--- config.mk ---
export PLATFORM = sky130hd
export DESIGN_NAME = sfr_map_slice
export DESIGN_NICKNAME = d
export VERILOG_FILES = /design/src/shared/sfr_map_pkg.sv /design/src/hw/sfr_map_slice.sv
export VERILOG_INCLUDE_DIRS = /design/src /design/src/shared
export SDC_FILE = /design/constraint.sdc
export NUM_CORES = 1
export LEC_CHECK = 0
export BUFFER_PORTS_ARGS = -buffer_cell sky130_fd_sc_hd__buf_2
export CELL_PAD_IN_SITES_DETAIL_PLACEMENT = 2
export CELL_PAD_IN_SITES_GLOBAL_PLACEMENT = 2
export CORE_MARGIN = 1
export CORE_UTILIZATION = 30
export CTS_CLUSTER_SIZE = 24
export DETAILED_ROUTE_END_ITERATION = 6
export PLACE_DENSITY_LB_ADDON = 0.1
export SLEW_MARGIN = 5
export SYNTH_ARGS = -nofsm -noshare
export SYNTH_HDL_FRONTEND = slang
export SYNTH_SLANG_ARGS = --single-unit
--- constraint.sdc ---
create_clock -name i_clk -period 3.1 [get_ports i_clk]
set_clock_uncertainty 0.2 [all_clocks]
set_input_delay 0.775 -clock i_clk [delete_from_list [all_inputs] [get_ports i_clk]]
set_output_delay 0.775 -clock i_clk [all_outputs]
set_load 0.01 [all_outputs]
--- src/shared/sfr_map_params.svh ---
/*
  Register indices, field positions, writable masks and reset values
  of the special register slice. Assumes byte address = 4 * index.
*/
`ifndef SFR_MAP_PARAMS_SVH
`define SFR_MAP_PARAMS_SVH
// ==========================================
// Register indices
`define IX_DATA_PTR_LO   8'h82
`define IX_DATA_PTR_HI   8'h83
`define IX_CLOCK_DIV     8'h95
`define IX_AUX_CTL       8'ha2
`define IX_CMP_ONE       8'hac
`define IX_CMP_TWO       8'had
`define IX_BAUD_CTL      8'hbd
`define IX_BAUD_LO       8'hbe
`define IX_BAUD_HI       8'hbf
`define IX_SBUS_CTL      8'hd8
`define IX_SBUS_DATA     8'hda
`define IX_SBUS_ADDR     8'hdb
`define IX_ACCUM         8'he0
`define IX_FLASH_CTL     8'he4
`define IX_FLASH_DATA    8'he5
`define IX_FLASH_ADR_LO  8'he6
`define IX_FLASH_ADR_HI  8'he7
`define IX_SECOND_OP     8'hf0
`define IX_IRQ_STATUS    8'h40
`define IX_IRQ_MASK      8'h41
// ==========================================
// Field positions
`define CMP_OUT_BIT      1
`define CMP_FLAG_BIT     0
`define CMP_EN_BIT       5
`define AUX_ZERO_BIT     2
// ==========================================
// Writable masks, reserved bits read zero
`define MASK_AUX         8'hf9
`define MASK_CMP         8'h3d
`define MASK_BAUD_CTL    8'h03
`define MASK_SBUS_CTL    8'h7d
`define MASK_FLASH_ADR_HI 8'h03
`define MASK_IRQ         8'h07
// ==========================================
// Reset values, status fill and bus response codes
`define RST_ZERO         8'h00
`define FLASH_STAT_FILL  3'h7
`define RST_FLASH_STAT   8'h70
`define RESP_OKAY        2'h0
`define RESP_SLVERR      2'h2
`endif

--- src/shared/sfr_map_pkg.sv ---
/*
  Types of the special register slice.
  Assumes the params header supplies all numbers.
*/
package sfr_map_pkg;
  // Flash engine status, same clock as the bank
  typedef struct packed {
    logic       busy;
    logic       high_voltage_abort_flag;
    logic       high_voltage_error_flag;
    logic       security_violation_flag;
    logic       operation_interrupted_flag;
  } flash_status_t;
  // One-cycle command to the flash engine
  typedef struct packed {
    logic       valid;
    logic [7:0] flash_command_code;
    logic [9:0] address;
    logic [7:0] data;
  } flash_cmd_t;
  // Control values seen by the rest of the chip
  typedef struct packed {
    logic [15:0] data_pointer_word;
    logic [7:0]  cpu_clock_divider;
    logic [7:0]  auxiliary_control;
    logic [7:0]  comparator_one_control;
    logic [7:0]  comparator_two_control;
    logic [1:0]  baud_generator_control;
    logic [15:0] baud_divisor;
    logic [7:0]  serial_bus_control;
    logic [7:0]  serial_bus_data;
    logic [7:0]  serial_bus_own_address;
    logic [7:0]  accumulator;
    logic [7:0]  second_operand;
  } sfr_ctrl_t;
endpackage

--- src/hw/sfr_map_slice.sv ---
/*
  Special register slice on an AXI4-Lite slave, with comparator
  flag and flash completion interrupts.
  Assumes one clock, flash status on that clock, async comparators.
*/
// What this block does
// - Reserved bits written zero, read as zero; flash status bits 6:4 read as one.
// - Fixed-zero bits always read back zero.
// - Fixed-one bits always read back one.
// - Flash control read returns busy and flags.
// - Flash control write is an 8-bit command.
// - Flash address high/low, high has two bits.
// - Baud divisor low and high bytes.
// - Baud control holds enable and source select.
// - Comparator one six-field control layout.
// - Comparator two uses the same layout.
// - Clock divider is a full byte.
// - Data pointer from high and low bytes.
// - Own address: seven bits plus general call.
`timescale 1ns/100ps
`include "sfr_map_params.svh"

module sfr_map_slice #(
  parameter int ADDR_W = 12
) (
  input  wire logic                       i_clk,
  input  wire logic                       i_reset_n,
  input  wire logic                       i_s_axi_awvalid,
  output logic                            o_s_axi_awready,
  input  wire logic [ADDR_W-1:0]          i_s_axi_awaddr,
  input  wire logic                       i_s_axi_wvalid,
  output logic                            o_s_axi_wready,
  input  wire logic [31:0]                i_s_axi_wdata,
  input  wire logic [3:0]                 i_s_axi_wstrb,
  output logic                            o_s_axi_bvalid,
  input  wire logic                       i_s_axi_bready,
  output logic [1:0]                      o_s_axi_bresp,
  input  wire logic                       i_s_axi_arvalid,
  output logic                            o_s_axi_arready,
  input  wire logic [ADDR_W-1:0]          i_s_axi_araddr,
  output logic                            o_s_axi_rvalid,
  input  wire logic                       i_s_axi_rready,
  output logic [31:0]                     o_s_axi_rdata,
  output logic [1:0]                      o_s_axi_rresp,
  input  wire logic [1:0]                 i_cmp_level,
  input  wire sfr_map_pkg::flash_status_t i_flash_status,
  output sfr_map_pkg::flash_cmd_t         o_flash_cmd,
  output sfr_map_pkg::sfr_ctrl_t          o_ctrl,
  output logic                            o_irq
);

  // ==========================================
  // Elaboration check
  if (ADDR_W < 10) begin : g_bad_width
    $error("ADDR_W must cover ten address bits");
  end

  // ==========================================
  // Address decoding helpers
  // Upper address bits set make the location unmapped
  function automatic logic [8:0] word_of(
    input logic [ADDR_W-1:0] a);
    logic hi_zero;
    hi_zero = (a >> 10) == '0;
    return {hi_zero, a[9:2]};
  endfunction

  function automatic logic mapped(input logic [8:0] w);
    logic ok;
    ok = 1'b0;
    if (w[8]) begin
      case (w[7:0])
        `IX_DATA_PTR_LO, `IX_DATA_PTR_HI, `IX_CLOCK_DIV,
        `IX_AUX_CTL, `IX_CMP_ONE, `IX_CMP_TWO,
        `IX_BAUD_CTL, `IX_BAUD_LO, `IX_BAUD_HI,
        `IX_SBUS_CTL, `IX_SBUS_DATA, `IX_SBUS_ADDR,
        `IX_ACCUM, `IX_FLASH_CTL, `IX_FLASH_DATA,
        `IX_FLASH_ADR_LO, `IX_FLASH_ADR_HI, `IX_SECOND_OP,
        `IX_IRQ_STATUS, `IX_IRQ_MASK: ok = 1'b1;
        default: ok = 1'b0;
      endcase
    end
    return ok;
  endfunction

  // ==========================================
  // Bus state
  logic        awready_q;
  logic        wready_q;
  logic        bvalid_q;
  logic [1:0]  bresp_q;
  logic [8:0]  aw_word_q;
  logic [7:0]  wbyte_q;
  logic        wlane_q;
  logic        arready_q;
  logic        rvalid_q;
  logic [1:0]  rresp_q;
  logic [7:0]  rbyte_q;

  // Register state
  logic [7:0]  ptr_lo_q;
  logic [7:0]  ptr_hi_q;
  logic [7:0]  clk_div_q;
  logic [7:0]  aux_q;
  logic [7:0]  cmp_q [2];
  logic [7:0]  baud_ctl_q;
  logic [7:0]  baud_lo_q;
  logic [7:0]  baud_hi_q;
  logic [7:0]  sbus_ctl_q;
  logic [7:0]  sbus_data_q;
  logic [7:0]  sbus_addr_q;
  logic [7:0]  accum_q;
  logic [7:0]  fdata_q;
  logic [7:0]  fadr_lo_q;
  logic [7:0]  fadr_hi_q;
  logic [7:0]  second_q;
  logic [2:0]  irq_stat_q;
  logic [2:0]  irq_stat_d;
  logic [2:0]  irq_mask_q;
  logic        irq_q;
  sfr_map_pkg::flash_status_t fstat_q;
  sfr_map_pkg::flash_cmd_t    fcmd_q;

  // Comparator synchronisers
  logic [1:0]  cmp_s1_q;
  logic [1:0]  cmp_s2_q;
  logic [1:0]  cmp_prev_q;

  // ==========================================
  // Handshake decoding
  wire         aw_hs   = i_s_axi_awvalid & awready_q;
  wire         w_hs    = i_s_axi_wvalid & wready_q;
  wire         ar_hs   = i_s_axi_arvalid & arready_q;
  // Both halves held and no answer pending
  wire         wr_go   = ~awready_q & ~wready_q & ~bvalid_q;
  wire         wr_ok   = wr_go & mapped(aw_word_q);
  // Writes without the low byte lane store nothing
  wire         wr_en   = wr_ok & wlane_q;
  wire [8:0]   ar_word = word_of(i_s_axi_araddr);
  wire         rd_ok   = mapped(ar_word);
  wire [7:0]   wb      = wbyte_q;

  function automatic logic hit(input logic [7:0] ix);
    return wr_en && aw_word_q[7:0] == ix;
  endfunction

  // ==========================================
  // Event sources
  // Flag rises on any comparator output change while enabled
  wire [1:0]   cmp_edge;
  for (genvar i = 0; i < 2; i++) begin : g_cmp_edge
    assign cmp_edge[i] = (cmp_s2_q[i] ^ cmp_prev_q[i])
                       & cmp_q[i][`CMP_EN_BIT];
  end
  // Flash operation finished when busy falls
  wire         flash_done = fstat_q.busy & ~i_flash_status.busy;
  wire [2:0]   events     = {flash_done, cmp_edge};
  wire         rd_stat    = ar_hs & rd_ok
                          & ar_word[7:0] == `IX_IRQ_STATUS;

  // Read clears, but a new event in the same cycle survives
  assign irq_stat_d = (irq_stat_q & ~{3{rd_stat}}) | events;

  // Status view; reserved middle bits read as ones
  wire [7:0]   flash_rd = {fstat_q.busy, `FLASH_STAT_FILL,
                           fstat_q.high_voltage_abort_flag,
                           fstat_q.high_voltage_error_flag,
                           fstat_q.security_violation_flag,
                           fstat_q.operation_interrupted_flag};

  // ==========================================
  // Read selection
  logic [7:0]  rd_byte;
  always_comb begin
    rd_byte = `RST_ZERO;
    case (ar_word[7:0])
      `IX_DATA_PTR_LO:  rd_byte = ptr_lo_q;
      `IX_DATA_PTR_HI:  rd_byte = ptr_hi_q;
      `IX_CLOCK_DIV:    rd_byte = clk_div_q;
      `IX_AUX_CTL:      rd_byte = aux_q & `MASK_AUX;
      `IX_CMP_ONE:      rd_byte = {cmp_q[0][7:2],
                                   cmp_s2_q[0], cmp_q[0][0]};
      `IX_CMP_TWO:      rd_byte = {cmp_q[1][7:2],
                                   cmp_s2_q[1], cmp_q[1][0]};
      `IX_BAUD_CTL:     rd_byte = baud_ctl_q;
      `IX_BAUD_LO:      rd_byte = baud_lo_q;
      `IX_BAUD_HI:      rd_byte = baud_hi_q;
      `IX_SBUS_CTL:     rd_byte = sbus_ctl_q;
      `IX_SBUS_DATA:    rd_byte = sbus_data_q;
      `IX_SBUS_ADDR:    rd_byte = sbus_addr_q;
      `IX_ACCUM:        rd_byte = accum_q;
      `IX_FLASH_CTL:    rd_byte = flash_rd;
      `IX_FLASH_DATA:   rd_byte = fdata_q;
      `IX_FLASH_ADR_LO: rd_byte = fadr_lo_q;
      `IX_FLASH_ADR_HI: rd_byte = fadr_hi_q;
      `IX_SECOND_OP:    rd_byte = second_q;
      `IX_IRQ_STATUS:   rd_byte = {5'h00, irq_stat_q};
      `IX_IRQ_MASK:     rd_byte = {5'h00, irq_mask_q};
      default:          rd_byte = `RST_ZERO;
    endcase
  end

  // ==========================================
  // Write channel: address and data taken in either order
  always_ff @(posedge i_clk) begin
    if (!i_reset_n) begin
      awready_q <= 1'b1;
      wready_q  <= 1'b1;
      bvalid_q  <= 1'b0;
      bresp_q   <= `RESP_OKAY;
      aw_word_q <= 9'h000;
      wbyte_q   <= `RST_ZERO;
      wlane_q   <= 1'b0;
    end else begin
      if (aw_hs) begin
        awready_q <= 1'b0;
        aw_word_q <= word_of(i_s_axi_awaddr);
      end
      if (w_hs) begin
        wready_q <= 1'b0;
        wbyte_q  <= i_s_axi_wdata[7:0];
        wlane_q  <= i_s_axi_wstrb[0];
      end
      if (wr_go) begin
        bvalid_q <= 1'b1;
        // Unmapped locations answer with an error
        bresp_q  <= wr_ok ? `RESP_OKAY : `RESP_SLVERR;
      end
      if (bvalid_q && i_s_axi_bready) begin
        bvalid_q  <= 1'b0;
        awready_q <= 1'b1;
        wready_q  <= 1'b1;
      end
    end
  end

  // ==========================================
  // Read channel: data one cycle after the address is taken
  always_ff @(posedge i_clk) begin
    if (!i_reset_n) begin
      arready_q <= 1'b1;
      rvalid_q  <= 1'b0;
      rresp_q   <= `RESP_OKAY;
      rbyte_q   <= `RST_ZERO;
    end else if (ar_hs) begin
      arready_q <= 1'b0;
      rvalid_q  <= 1'b1;
      rresp_q   <= rd_ok ? `RESP_OKAY : `RESP_SLVERR;
      rbyte_q   <= rd_ok ? rd_byte : `RST_ZERO;
    end else if (rvalid_q && i_s_axi_rready) begin
      arready_q <= 1'b1;
      rvalid_q  <= 1'b0;
    end
  end

  // ==========================================
  // Plain byte registers
  always_ff @(posedge i_clk) begin
    if (!i_reset_n) begin
      ptr_lo_q    <= `RST_ZERO;
      ptr_hi_q    <= `RST_ZERO;
      clk_div_q   <= `RST_ZERO;
      baud_lo_q   <= `RST_ZERO;
      baud_hi_q   <= `RST_ZERO;
      sbus_data_q <= `RST_ZERO;
      sbus_addr_q <= `RST_ZERO;
      accum_q     <= `RST_ZERO;
      fdata_q     <= `RST_ZERO;
      fadr_lo_q   <= `RST_ZERO;
      second_q    <= `RST_ZERO;
    end else begin
      if (hit(`IX_DATA_PTR_LO))  ptr_lo_q    <= wb;
      if (hit(`IX_DATA_PTR_HI))  ptr_hi_q    <= wb;
      if (hit(`IX_CLOCK_DIV))    clk_div_q   <= wb;
      if (hit(`IX_BAUD_LO))      baud_lo_q   <= wb;
      if (hit(`IX_BAUD_HI))      baud_hi_q   <= wb;
      if (hit(`IX_SBUS_DATA))    sbus_data_q <= wb;
      if (hit(`IX_SBUS_ADDR))    sbus_addr_q <= wb;
      if (hit(`IX_ACCUM))        accum_q     <= wb;
      if (hit(`IX_FLASH_DATA))   fdata_q     <= wb;
      if (hit(`IX_FLASH_ADR_LO)) fadr_lo_q   <= wb;
      if (hit(`IX_SECOND_OP))    second_q    <= wb;
    end
  end

  // ==========================================
  // Masked registers: reserved and fixed bits never stored
  always_ff @(posedge i_clk) begin
    if (!i_reset_n) begin
      aux_q      <= `RST_ZERO;
      baud_ctl_q <= `RST_ZERO;
      sbus_ctl_q <= `RST_ZERO;
      fadr_hi_q  <= `RST_ZERO;
      irq_mask_q <= 3'h0;
    end else begin
      if (hit(`IX_AUX_CTL))
        aux_q <= wb & `MASK_AUX;
      if (hit(`IX_BAUD_CTL))
        baud_ctl_q <= wb & `MASK_BAUD_CTL;
      if (hit(`IX_SBUS_CTL))
        sbus_ctl_q <= wb & `MASK_SBUS_CTL;
      if (hit(`IX_FLASH_ADR_HI))
        fadr_hi_q <= wb & `MASK_FLASH_ADR_HI;
      if (hit(`IX_IRQ_MASK))
        irq_mask_q <= wb[2:0];
    end
  end

  // ==========================================
  // Comparator controls; a hardware flag set beats a write
  for (genvar i = 0; i < 2; i++) begin : g_cmp
    wire [7:0] ix = (i == 0) ? `IX_CMP_ONE : `IX_CMP_TWO;
    // Compare written out: a continuous assignment only wakes on its
    // operands, so a function reading wr_en would never update here
    wire       we = wr_en && aw_word_q[7:0] == ix;
    always_ff @(posedge i_clk) begin
      if (!i_reset_n) begin
        cmp_q[i] <= `RST_ZERO;
      end else begin
        if (we)
          cmp_q[i][7:1] <= wb[7:1] & 7'(`MASK_CMP >> 1);
        cmp_q[i][`CMP_FLAG_BIT] <= cmp_edge[i]
          | (we ? wb[`CMP_FLAG_BIT] : cmp_q[i][`CMP_FLAG_BIT]);
      end
    end
  end

  // ==========================================
  // Two-stage synchroniser; only stage two feeds logic
  always_ff @(posedge i_clk) begin
    if (!i_reset_n) begin
      cmp_s1_q   <= 2'h0;
      cmp_s2_q   <= 2'h0;
      cmp_prev_q <= 2'h0;
    end else begin
      cmp_s1_q   <= i_cmp_level;
      cmp_s2_q   <= cmp_s1_q;
      cmp_prev_q <= cmp_s2_q;
    end
  end

  // ==========================================
  // Flash command path; status comes only from the engine
  always_ff @(posedge i_clk) begin
    if (!i_reset_n) begin
      fstat_q <= '0;
      fcmd_q  <= '0;
    end else begin
      fstat_q <= i_flash_status;
      fcmd_q.valid <= hit(`IX_FLASH_CTL);
      if (hit(`IX_FLASH_CTL)) begin
        fcmd_q.flash_command_code <= wb;
        fcmd_q.address <= {fadr_hi_q[1:0], fadr_lo_q};
        fcmd_q.data    <= fdata_q;
      end
    end
  end

  // ==========================================
  // Interrupt status and level output
  always_ff @(posedge i_clk) begin
    if (!i_reset_n) begin
      irq_stat_q <= 3'h0;
      irq_q      <= 1'b0;
    end else begin
      irq_stat_q <= irq_stat_d;
      irq_q      <= |(irq_stat_d & irq_mask_q);
    end
  end

  // ==========================================
  // Outputs, all straight from flip-flops
  assign o_s_axi_awready = awready_q;
  assign o_s_axi_wready  = wready_q;
  assign o_s_axi_bvalid  = bvalid_q;
  assign o_s_axi_bresp   = bresp_q;
  assign o_s_axi_arready = arready_q;
  assign o_s_axi_rvalid  = rvalid_q;
  assign o_s_axi_rresp   = rresp_q;
  assign o_s_axi_rdata   = {24'h000000, rbyte_q};
  assign o_flash_cmd     = fcmd_q;
  assign o_irq           = irq_q;
  assign o_ctrl = '{
    data_pointer_word:      {ptr_hi_q, ptr_lo_q},
    cpu_clock_divider:      clk_div_q,
    auxiliary_control:      aux_q,
    comparator_one_control: cmp_q[0],
    comparator_two_control: cmp_q[1],
    baud_generator_control: baud_ctl_q[1:0],
    baud_divisor:           {baud_hi_q, baud_lo_q},
    serial_bus_control:     sbus_ctl_q,
    serial_bus_data:        sbus_data_q,
    serial_bus_own_address: sbus_addr_q,
    accumulator:            accum_q,
    second_operand:         second_q};

  // ==========================================
  // Checks
  // Antecedents use plain signals so they are sampled like the rest
  wire ar_flash = ar_hs & ar_word == {1'b1, `IX_FLASH_CTL};
  wire ar_aux   = ar_hs & ar_word == {1'b1, `IX_AUX_CTL};

  chk_flash_read: assert property (
    @(posedge i_clk) disable iff (!i_reset_n)
    ar_flash |=> o_s_axi_rvalid
      && o_s_axi_rdata[7:0] == $past(flash_rd)
      && o_s_axi_rdata[6:4] == `FLASH_STAT_FILL)
    else $error("flash status read wrong");

  chk_flash_cmd: assert property (
    @(posedge i_clk) disable iff (!i_reset_n)
    wr_en && aw_word_q[7:0] == `IX_FLASH_CTL |=> o_flash_cmd.valid
      && o_flash_cmd.flash_command_code == $past(wbyte_q)
      && o_flash_cmd.address == $past({fadr_hi_q[1:0], fadr_lo_q}))
    else $error("flash command not issued");

  chk_aux_zero: assert property (
    @(posedge i_clk) disable iff (!i_reset_n)
    ar_aux |=> o_s_axi_rdata[`AUX_ZERO_BIT] == 1'b0
      && o_s_axi_rdata[31:8] == 24'h000000)
    else $error("fixed zero bit read one");

  chk_adr_high_bits: assert property (
    @(posedge i_clk) disable iff (!i_reset_n)
    wr_en && aw_word_q[7:0] == `IX_FLASH_ADR_HI
      |=> fadr_hi_q[7:2] == 6'h00
      && fadr_hi_q[1:0] == $past(wbyte_q[1:0]))
    else $error("flash address high wrong");

  chk_baud_ctl: assert property (
    @(posedge i_clk) disable iff (!i_reset_n)
    wr_en && aw_word_q[7:0] == `IX_BAUD_CTL
      |=> o_ctrl.baud_generator_control
      == $past(wbyte_q[1:0]))
    else $error("baud control not loaded");

  chk_cmp_flag_set: assert property (
    @(posedge i_clk) disable iff (!i_reset_n)
    cmp_edge[0] |=> cmp_q[0][`CMP_FLAG_BIT]
      && (o_irq || !$past(irq_mask_q[0])))
    else $error("comparator flag lost");

  chk_clock_div: assert property (
    @(posedge i_clk) disable iff (!i_reset_n)
    wr_en && aw_word_q[7:0] == `IX_CLOCK_DIV
      |=> o_ctrl.cpu_clock_divider
      == $past(wbyte_q))
    else $error("clock divider not loaded");

  chk_own_address: assert property (
    @(posedge i_clk) disable iff (!i_reset_n)
    wr_en && aw_word_q[7:0] == `IX_SBUS_ADDR
      |=> o_ctrl.serial_bus_own_address
      == $past(wbyte_q))
    else $error("own address not loaded");

  chk_reset_values: assert property (
    @(posedge i_clk)
    !i_reset_n |=> flash_rd == `RST_FLASH_STAT
      && o_ctrl == '0 && !o_irq)
    else $error("reset values wrong");

  cov_write: cover property (
    @(posedge i_clk) disable iff (!i_reset_n)
    wr_en ##1 o_s_axi_bvalid);
  cov_flash_read: cover property (
    @(posedge i_clk) disable iff (!i_reset_n) ar_flash);
  cov_irq: cover property (
    @(posedge i_clk) disable iff (!i_reset_n) $rose(o_irq));

endmodule

==> metrics.txt, run 1 <==
status=finished, final reports clean; vias in the first global route=about 8400; Async S/R FF share, synth=0%; Routed Antenna Nets=0; reg2reg end=fadr_lo_q[3]; number of I/O port buffers=between 150 and 200; R2R depth=6; Final Setup Violations=0; Yosys top cell by area=dfxtp_1; fin crit share=a little under nine tenths; total CTS buffers=17; fmax=roughly 380 MHz; unrepaired setup endpoints after global routing=no; grt total ovfl=0; setup TNS=0 ps; post-synthesis instance area=slightly below 0.009 mm2; DIE WIDTH=172.3 um; CP endpoint kind=flop; final setup margin=between 400 and 500 ps; critical-path cell list=nor3_4 > and3_1 > nand2_1 > nor2_2 > mux2i_1 > nor2_1; Synth area leaders=dfxtp_1 (42%), mux2i_1 (10%), nand2_1 (6.3%); WS Path Type=reg -> reg; DRT Pass-1 Iters=5; Flop pwr share=49.3%; Cell Int Power=between 3 and 4 mW; Clk network pwr share=43.9%; Final Power=5.210 mW; pre-CTS WS=between 150 and 200 ps; drt drc=0; Area Growth Syn to Fin=23.26%; Final HPWL DP=roughly 27 mm; CP Launch Type=flop; top cell type's share of synthesized area=between 40% and 50%; Starting Density=about 31%; Clock Path Buffers=2; fin nets=1256; Period minus WS final=roughly 2600 ps; post-synth cell types=68; Root Driver=clkbuf_16; Iteration-0 DRC Markers=between 400 and 500; # Post-CTS Setup Buffers=0; Seq/Total Area, Yosys=between 40% and 50%; post-CTS resize count=0; die area=just under 0.03 mm2; most frequent cell after synthesis=dfxtp_1; Largest stage delay, worst path=550 ps; # diodes=0; Arr. time, crit path=2770 ps; area post-placement=0.01013 mm2; final non-filler cell area=approximately 0.011 mm2; Worst Tran Pin Value=1062 ps; largest net degree at the start of global routing=74; Inst Count DP=between 1500 and 2000; combinational power share=6.8%; Post-Syn Area per Cell=8.682 um2; top_reg_cell synth=dfxtp_1; worst min path class=reg -> reg; R2R Path Start=o_s_axi_wready; first-pass GRT wire length=~54 mm; Worst Path Required=between 3000 and 4000 ps; clk_lat worst skew=~450 ps; Total Wirelength=~37 mm; Via density=5.261; non-filler cells, final=between 1500 and 2000; Ys Warns=0; sw frac=28.65%; CTS clk-pin slew, worst paths=about 80 ps; Post-synth top cells=dfxtp_1 (184), nand2_1 (146), nor2_1 (114); Critical Path End=fadr_lo_q[3]; antenna violations before repair=0; Fin. Hold Viols=0; crit path from=o_s_axi_wready; Vias=about 8300; layout cells sized above 1=between 20% and 30%; Post-synth EDFFs=8; max_slew headroom=approximately 29%; core area=0.02816 mm2; Pins Over Slew Limit=0; htree depth=4; Max Cap Viol=0; LEAKAGE=between 4 and 5 nW; # rows=~60; synthesis-stage register bit count=between 150 and 200; crit path max fanout=13; hold buffers post-CTS=0; Max VDD drop=0.3530 mV; Pwr Density=approximately 490 mW/mm2; r2r setup slk=around 460 ps; cell count after synthesis=roughly 1000; GR Util All Layers=between 20 and 30%; CTS sink cnt=between 150 and 200; worst hold margin=approximately 230 ps; CTS tree=done; Final Wtd Congestion=roughly 0.9; switching power=roughly 1.5 mW; Die Ht=roughly 170 um; post-layout util=around two fifths; WL per Instance=roughly 23 um; Top Ports=249; Worst path slowest cell=nor2_2
## power groups by stage
stage               clock, mW  combinational, mW  sequential [mW]
floorplan                   0              0.247             2.59
global placement            0              0.349             2.63
detailed placement          0              0.352             2.63
CTS                      2.33              0.354             2.57
global route             2.43              0.383             2.57
finish                   2.29              0.354             2.57
## cell usage in the layout (no fill, tap or decap), drive strengths merged, types with 13 or more instances in the layout
master / netlist / layout
a21oi: 83 / 83
a22oi: 16 / 16
and2: 17 / 17
and3: 13 / 13
buf: 57 / 235
clkbuf: 52 / 17
conb: 1 / 36
dfxtp: 184 / 184
inv: 6 / 15
mux2i: 91 / 91
nand2: 146 / 146
nand3: 41 / 41
nor2: 120 / 120
nor3: 17 / 17
o21ai: 20 / 20
## critical path, delay by kind of cell (launching register included)
kind	cells	cell delay, ps
simple gates	5	1590
mux	1	270
flops	1	450
## layer usage
layer  part of all wire (%)  vias to the layer above  track usage (%)  wire, um
met1                     48                     4203            35.30     17450
met4                    1.2                        0            5.733       423
met5                      0                        -                0         0
li1                       -                     3799                -         -
met2                     47                      245            41.39     17200
met3                    4.5                       28            2.907      1662
## layout make-up
| type | count | area (um2) |
|---|---|---|
| sequential | 192 | 3924 |
| inverter | 7 | 28.78 |
| clock inverter | 15 | 166.4 |
| fill | 3210 | 17440 |
| clock buffer | 17 | 425.4 |
| timing repair buffer | 235 | 1399 |
| multi-input combinational | 729 | 4307 |
| tap | 378 | 473.0 |
## how the worst min path moves through the flow
stage / startpoint / to / cells past startpoint
final: cmp_s1_q[1] / cmp_s2_q[1] / 1
after global routing: cmp_s1_q[1] / cmp_s2_q[1] / 1
after CTS: cmp_s1_q[1] / cmp_s2_q[1] / 1
after detailed placement: cmp_s1_q[1] / cmp_s2_q[1] / 1
after global placement: cmp_s1_q[1] / cmp_s2_q[1] / 1
after floorplan: cmp_s1_q[0] / cmp_s2_q[0] / 1
## logic make-up (layout without fill, tap and decap cells)
group | Yosys count | after routing | synth area share (%)
DFF | 192 | 192 | 45.10
muxes | 97 | 97 | 11.38
xor gates and xnor gates | 3 | 3 | 0.3021
and+or+nand+nor | 414 | 414 | 22.74
AOI/OAI and AO/OA | 179 | 179 | 13.53
buffers and inverters | 116 | 274 | 6.903
other | 1 | 36 | 0.04311
## sequential cells by signal, summed over array words and instances, names as in the netlist, 6 cells and up
name,cells
aux_q,6
o_flash_cmd,27
fadr_lo_q,8
second_q,8
accum_q,8
ptr_hi_q,8
rbyte_q,8
clk_div_q,8
cmp_q,10
baud_hi_q,8
aw_word_q,9
ptr_lo_q,8
sbus_data_q,8
sbus_ctl_q,6
fdata_q,8
sbus_addr_q,8
wb,8
baud_lo_q,8
Power figures use the tool's default switching activity.
==> run 2: changes to the inputs <==
Settings changed: CORE_UTILIZATION 30 to 31, CTS_BUF_LIST set to sky130_fd_sc_hd__clkbuf_4, RECOVER_POWER set to 100.
==> run 2 against run 1 <==
Setup slack got worse by 150 ps. Cell count decreased by 0.38%. Critical endpoint is now rbyte_q[7]. Sequential share of layout area increased by 2.2 points. Non-clock buffer count shrank 1. Sequential power about the same. Hold slack got worse by 87 ps. Register-to-register slack got worse by 110 ps. Largest cell class unchanged. The flow now finishes with violations (max-capacitance violations, max-slew violations). Highest routed layer is now met5.
==> metrics.txt, run 2 (synthesis gave the netlist of run 1 again) <==
Largest stage delay, worst path=680 ps (+130 ps); combinational power share=7.7% (+0.9 points); Pwr Density=427.5 mW/mm2 (-12%); DRT Pass-1 Iters=4 (-1); CTS tree=done; Final Wtd Congestion=0.9186 (+4.3%); fmax=358.3 MHz (-5.5%); hold buffers post-CTS=0 (unchanged); Starting Density=31.92% (+1.0 points); r2r setup slk=350 ps (-110 ps); WP buf/inv=1 (+1); Max VDD drop=0.1635 mV (-54%); CTS sink cnt=192 (unchanged); Period minus WS final=2791 ps (+154.2 ps); LEAKAGE=3.541 nW (-18%); Die Ht=169.5 um (-1.6%); Flop pwr share=59.9% (+11 points); # rows=60 (-1.6%); die area=0.02874 mm2 (-3.2%); area post-placement=0.01012 mm2 (-0.15%); Area Growth Syn to Fin=16.40%; critical-path cell list=clkbuf_1 > nand2b_1 > nor4_1 > a21oi_1 > a31oi_1 > nor3_1 > a221oi_2; reg2reg end=accum_q[5]; switching power=1.346 mW (-9.8%); Largest register FFs=27 (unchanged); FF+latch area=0.003924 mm2 (unchanged); grt total ovfl=0 (unchanged); crit path max fanout=9 (-4); htree depth=4 (unchanged); fin nets=1255 (-0.080%); Cell Int Power=2.983 mW (-20%); Pins Over Slew Limit=44 (+44); clk_lat worst skew=610 ps (+160 ps); most common cell after layout, fill and taps aside=dfxtp_1; Crit path max-delay family=simple AND/OR/NAND/NOR gates; Via density=5.302 (+0.80%); fin crit share=90.03% (+5.0 points); total CTS buffers=17 (unchanged); first-pass GRT wire length=54.81 mm (+0.59%); worst hold margin=147.0 ps (-87.38 ps); max_slew headroom=-27.50% (-57 points); largest net degree at the start of global routing=46 (-38%); Worst Path Required=3410 ps (+180 ps); setup TNS=0 ps (unchanged); final non-filler cell area=0.01013 mm2 (-5.6%); drt drc=0 (unchanged); Final HPWL DP=27.62 mm (+1.8%); Clock Path Buffers=2 (unchanged); vias in the first global route=8347 (-0.50%); Multi-input gate area=0.004274 mm2 (-0.76%); unrepaired setup endpoints after global routing=no; Inst Count DP=1534 (-0.45%); DIE WIDTH=169.5 um (-1.6%); HP Start=i_flash_status[2]; most frequent cells in the layout=dfxtp_1 (184), clkbuf_1 (151), nand2_1 (146); core area=0.02725 mm2 (-3.2%); non-filler cells, final=1567 (-0.38%); Fillers=3206 (-0.12%); Endpoint, Worst Hold=flash_rd[2]; sw frac=31.09% (+2.4 points); GR Util All Layers=26.08% (+0.82 points); Worst Tran Pin Value=1910 ps (+848.4 ps); CP endpoint kind=flop; WS Path Type=in -> reg; Clk network pwr share=32.5% (-11 points); Fin. Hold Viols=0 (unchanged); Root Driver=clkbuf_4; WL per Instance=23.64 um (+1.2%); Worst path slowest cell=nor4_1; CP Launch Type=input pin; Iteration-0 DRC Markers=514 (+4.9%); Max Cap Viol=1 (+1); failing checks=max-capacitance violations, max-slew violations; layout cells sized above 1=11.73% (-13 points); Final Setup Violations=0 (unchanged); post-CTS resize count=0 (unchanged); CTS clk-pin slew, worst paths=200 ps (+120 ps); Arr. time, crit path=3100 ps (+330 ps); # Post-CTS Setup Buffers=0 (unchanged); Vias=8309 (+0.41%); Top Ports=249 (unchanged); antenna violations before repair=2 (+2); worst min path class=in -> reg; hold depth=2 (+1); R2R depth=7 (+1); number of I/O port buffers=181 (unchanged); Total Wirelength=37.05 mm (+0.84%); Routed Antenna Nets=0 (unchanged); Final Power=4.329 mW (-17%); R2R Path Start=o_s_axi_wready; status=finished, violations left
## run 2: cell count changes in the layout (fill, tap and decap cells not counted), sizes merged
cell	delta
buf	-160
clkbuf	+159
clkinvlp	+3
inv	-2
clkinv	-1
diode	+1
## run 2: area by class of cell
class	instances	area share, %
clock inverter	15	1.470
multi-input combinational	729	42.21
sequential	192	38.75
inverter	7	0.2595
timing repair buffer	234	11.43
antenna	1	0.02471
tap	372	4.597
clock buffer	17	1.260
## run 2: worst max-delay path by stage
stage / from / endpoint / slack, ps / depth (start not counted)
after floorplan: i_s_axi_araddr[5] / rbyte_q[7] / 440 / 7
after global placement: i_s_axi_araddr[2] / rbyte_q[4] / 170 / 8
after detailed placement: i_s_axi_araddr[6] / rbyte_q[0] / 100 / 8
after CTS: o_s_axi_wready / fadr_lo_q[6] / 470 / 6
after global routing: o_s_axi_wready / accum_q[5] / 140 / 7
final: i_s_axi_araddr[7] / rbyte_q[7] / 310 / 7
## run 2: layer usage
metal	track usage [%]	vias up	part of all wire [%]
li1	-	3796	-
met1	36.57	4185	47
met2	41.40	281	46
met3	4.035	45	5.5
met4	7.129	2	1.8
met5	0	-	0.024
## run 2: worst register-to-register path, cell delays in order, from the launching register on
cell	delay, ps
dfxtp_1	480
nor3_4	300
and3_1	450
nand4_1	210
nor3b_1	270
clkbuf_2	380
mux2i_1	250
nor2_1	50
## run 2: metrics by stage
| step | worst slack (ps) | utilization (%) |
|---|---|---|
| 4_1_cts | 468.3 | 38.14 |
| 3_5_place_dp | 99.31 | 37.12 |
| 6_report | 309.1 | 37.16 |
| 2_1_floorplan | 442.5 | - |
| 3_3_place_gp | 169.5 | 37.12 |
| 5_1_grt | 136.7 | 37.16 |
## run 2: power groups by stage
| stage | registers (mW) | clock network [mW] | logic [mW] |
|---|---|---|---|
| 2_1_floorplan | 2.59 | 0 | 0.247 |
| 3_3_place_gp | 2.64 | 0 | 0.333 |
| 3_5_place_dp | 2.64 | 0 | 0.339 |
| 4_1_cts | 2.59 | 1.44 | 0.339 |
| 5_1_grt | 2.60 | 1.54 | 0.360 |
| 6_report | 2.59 | 1.41 | 0.332 |
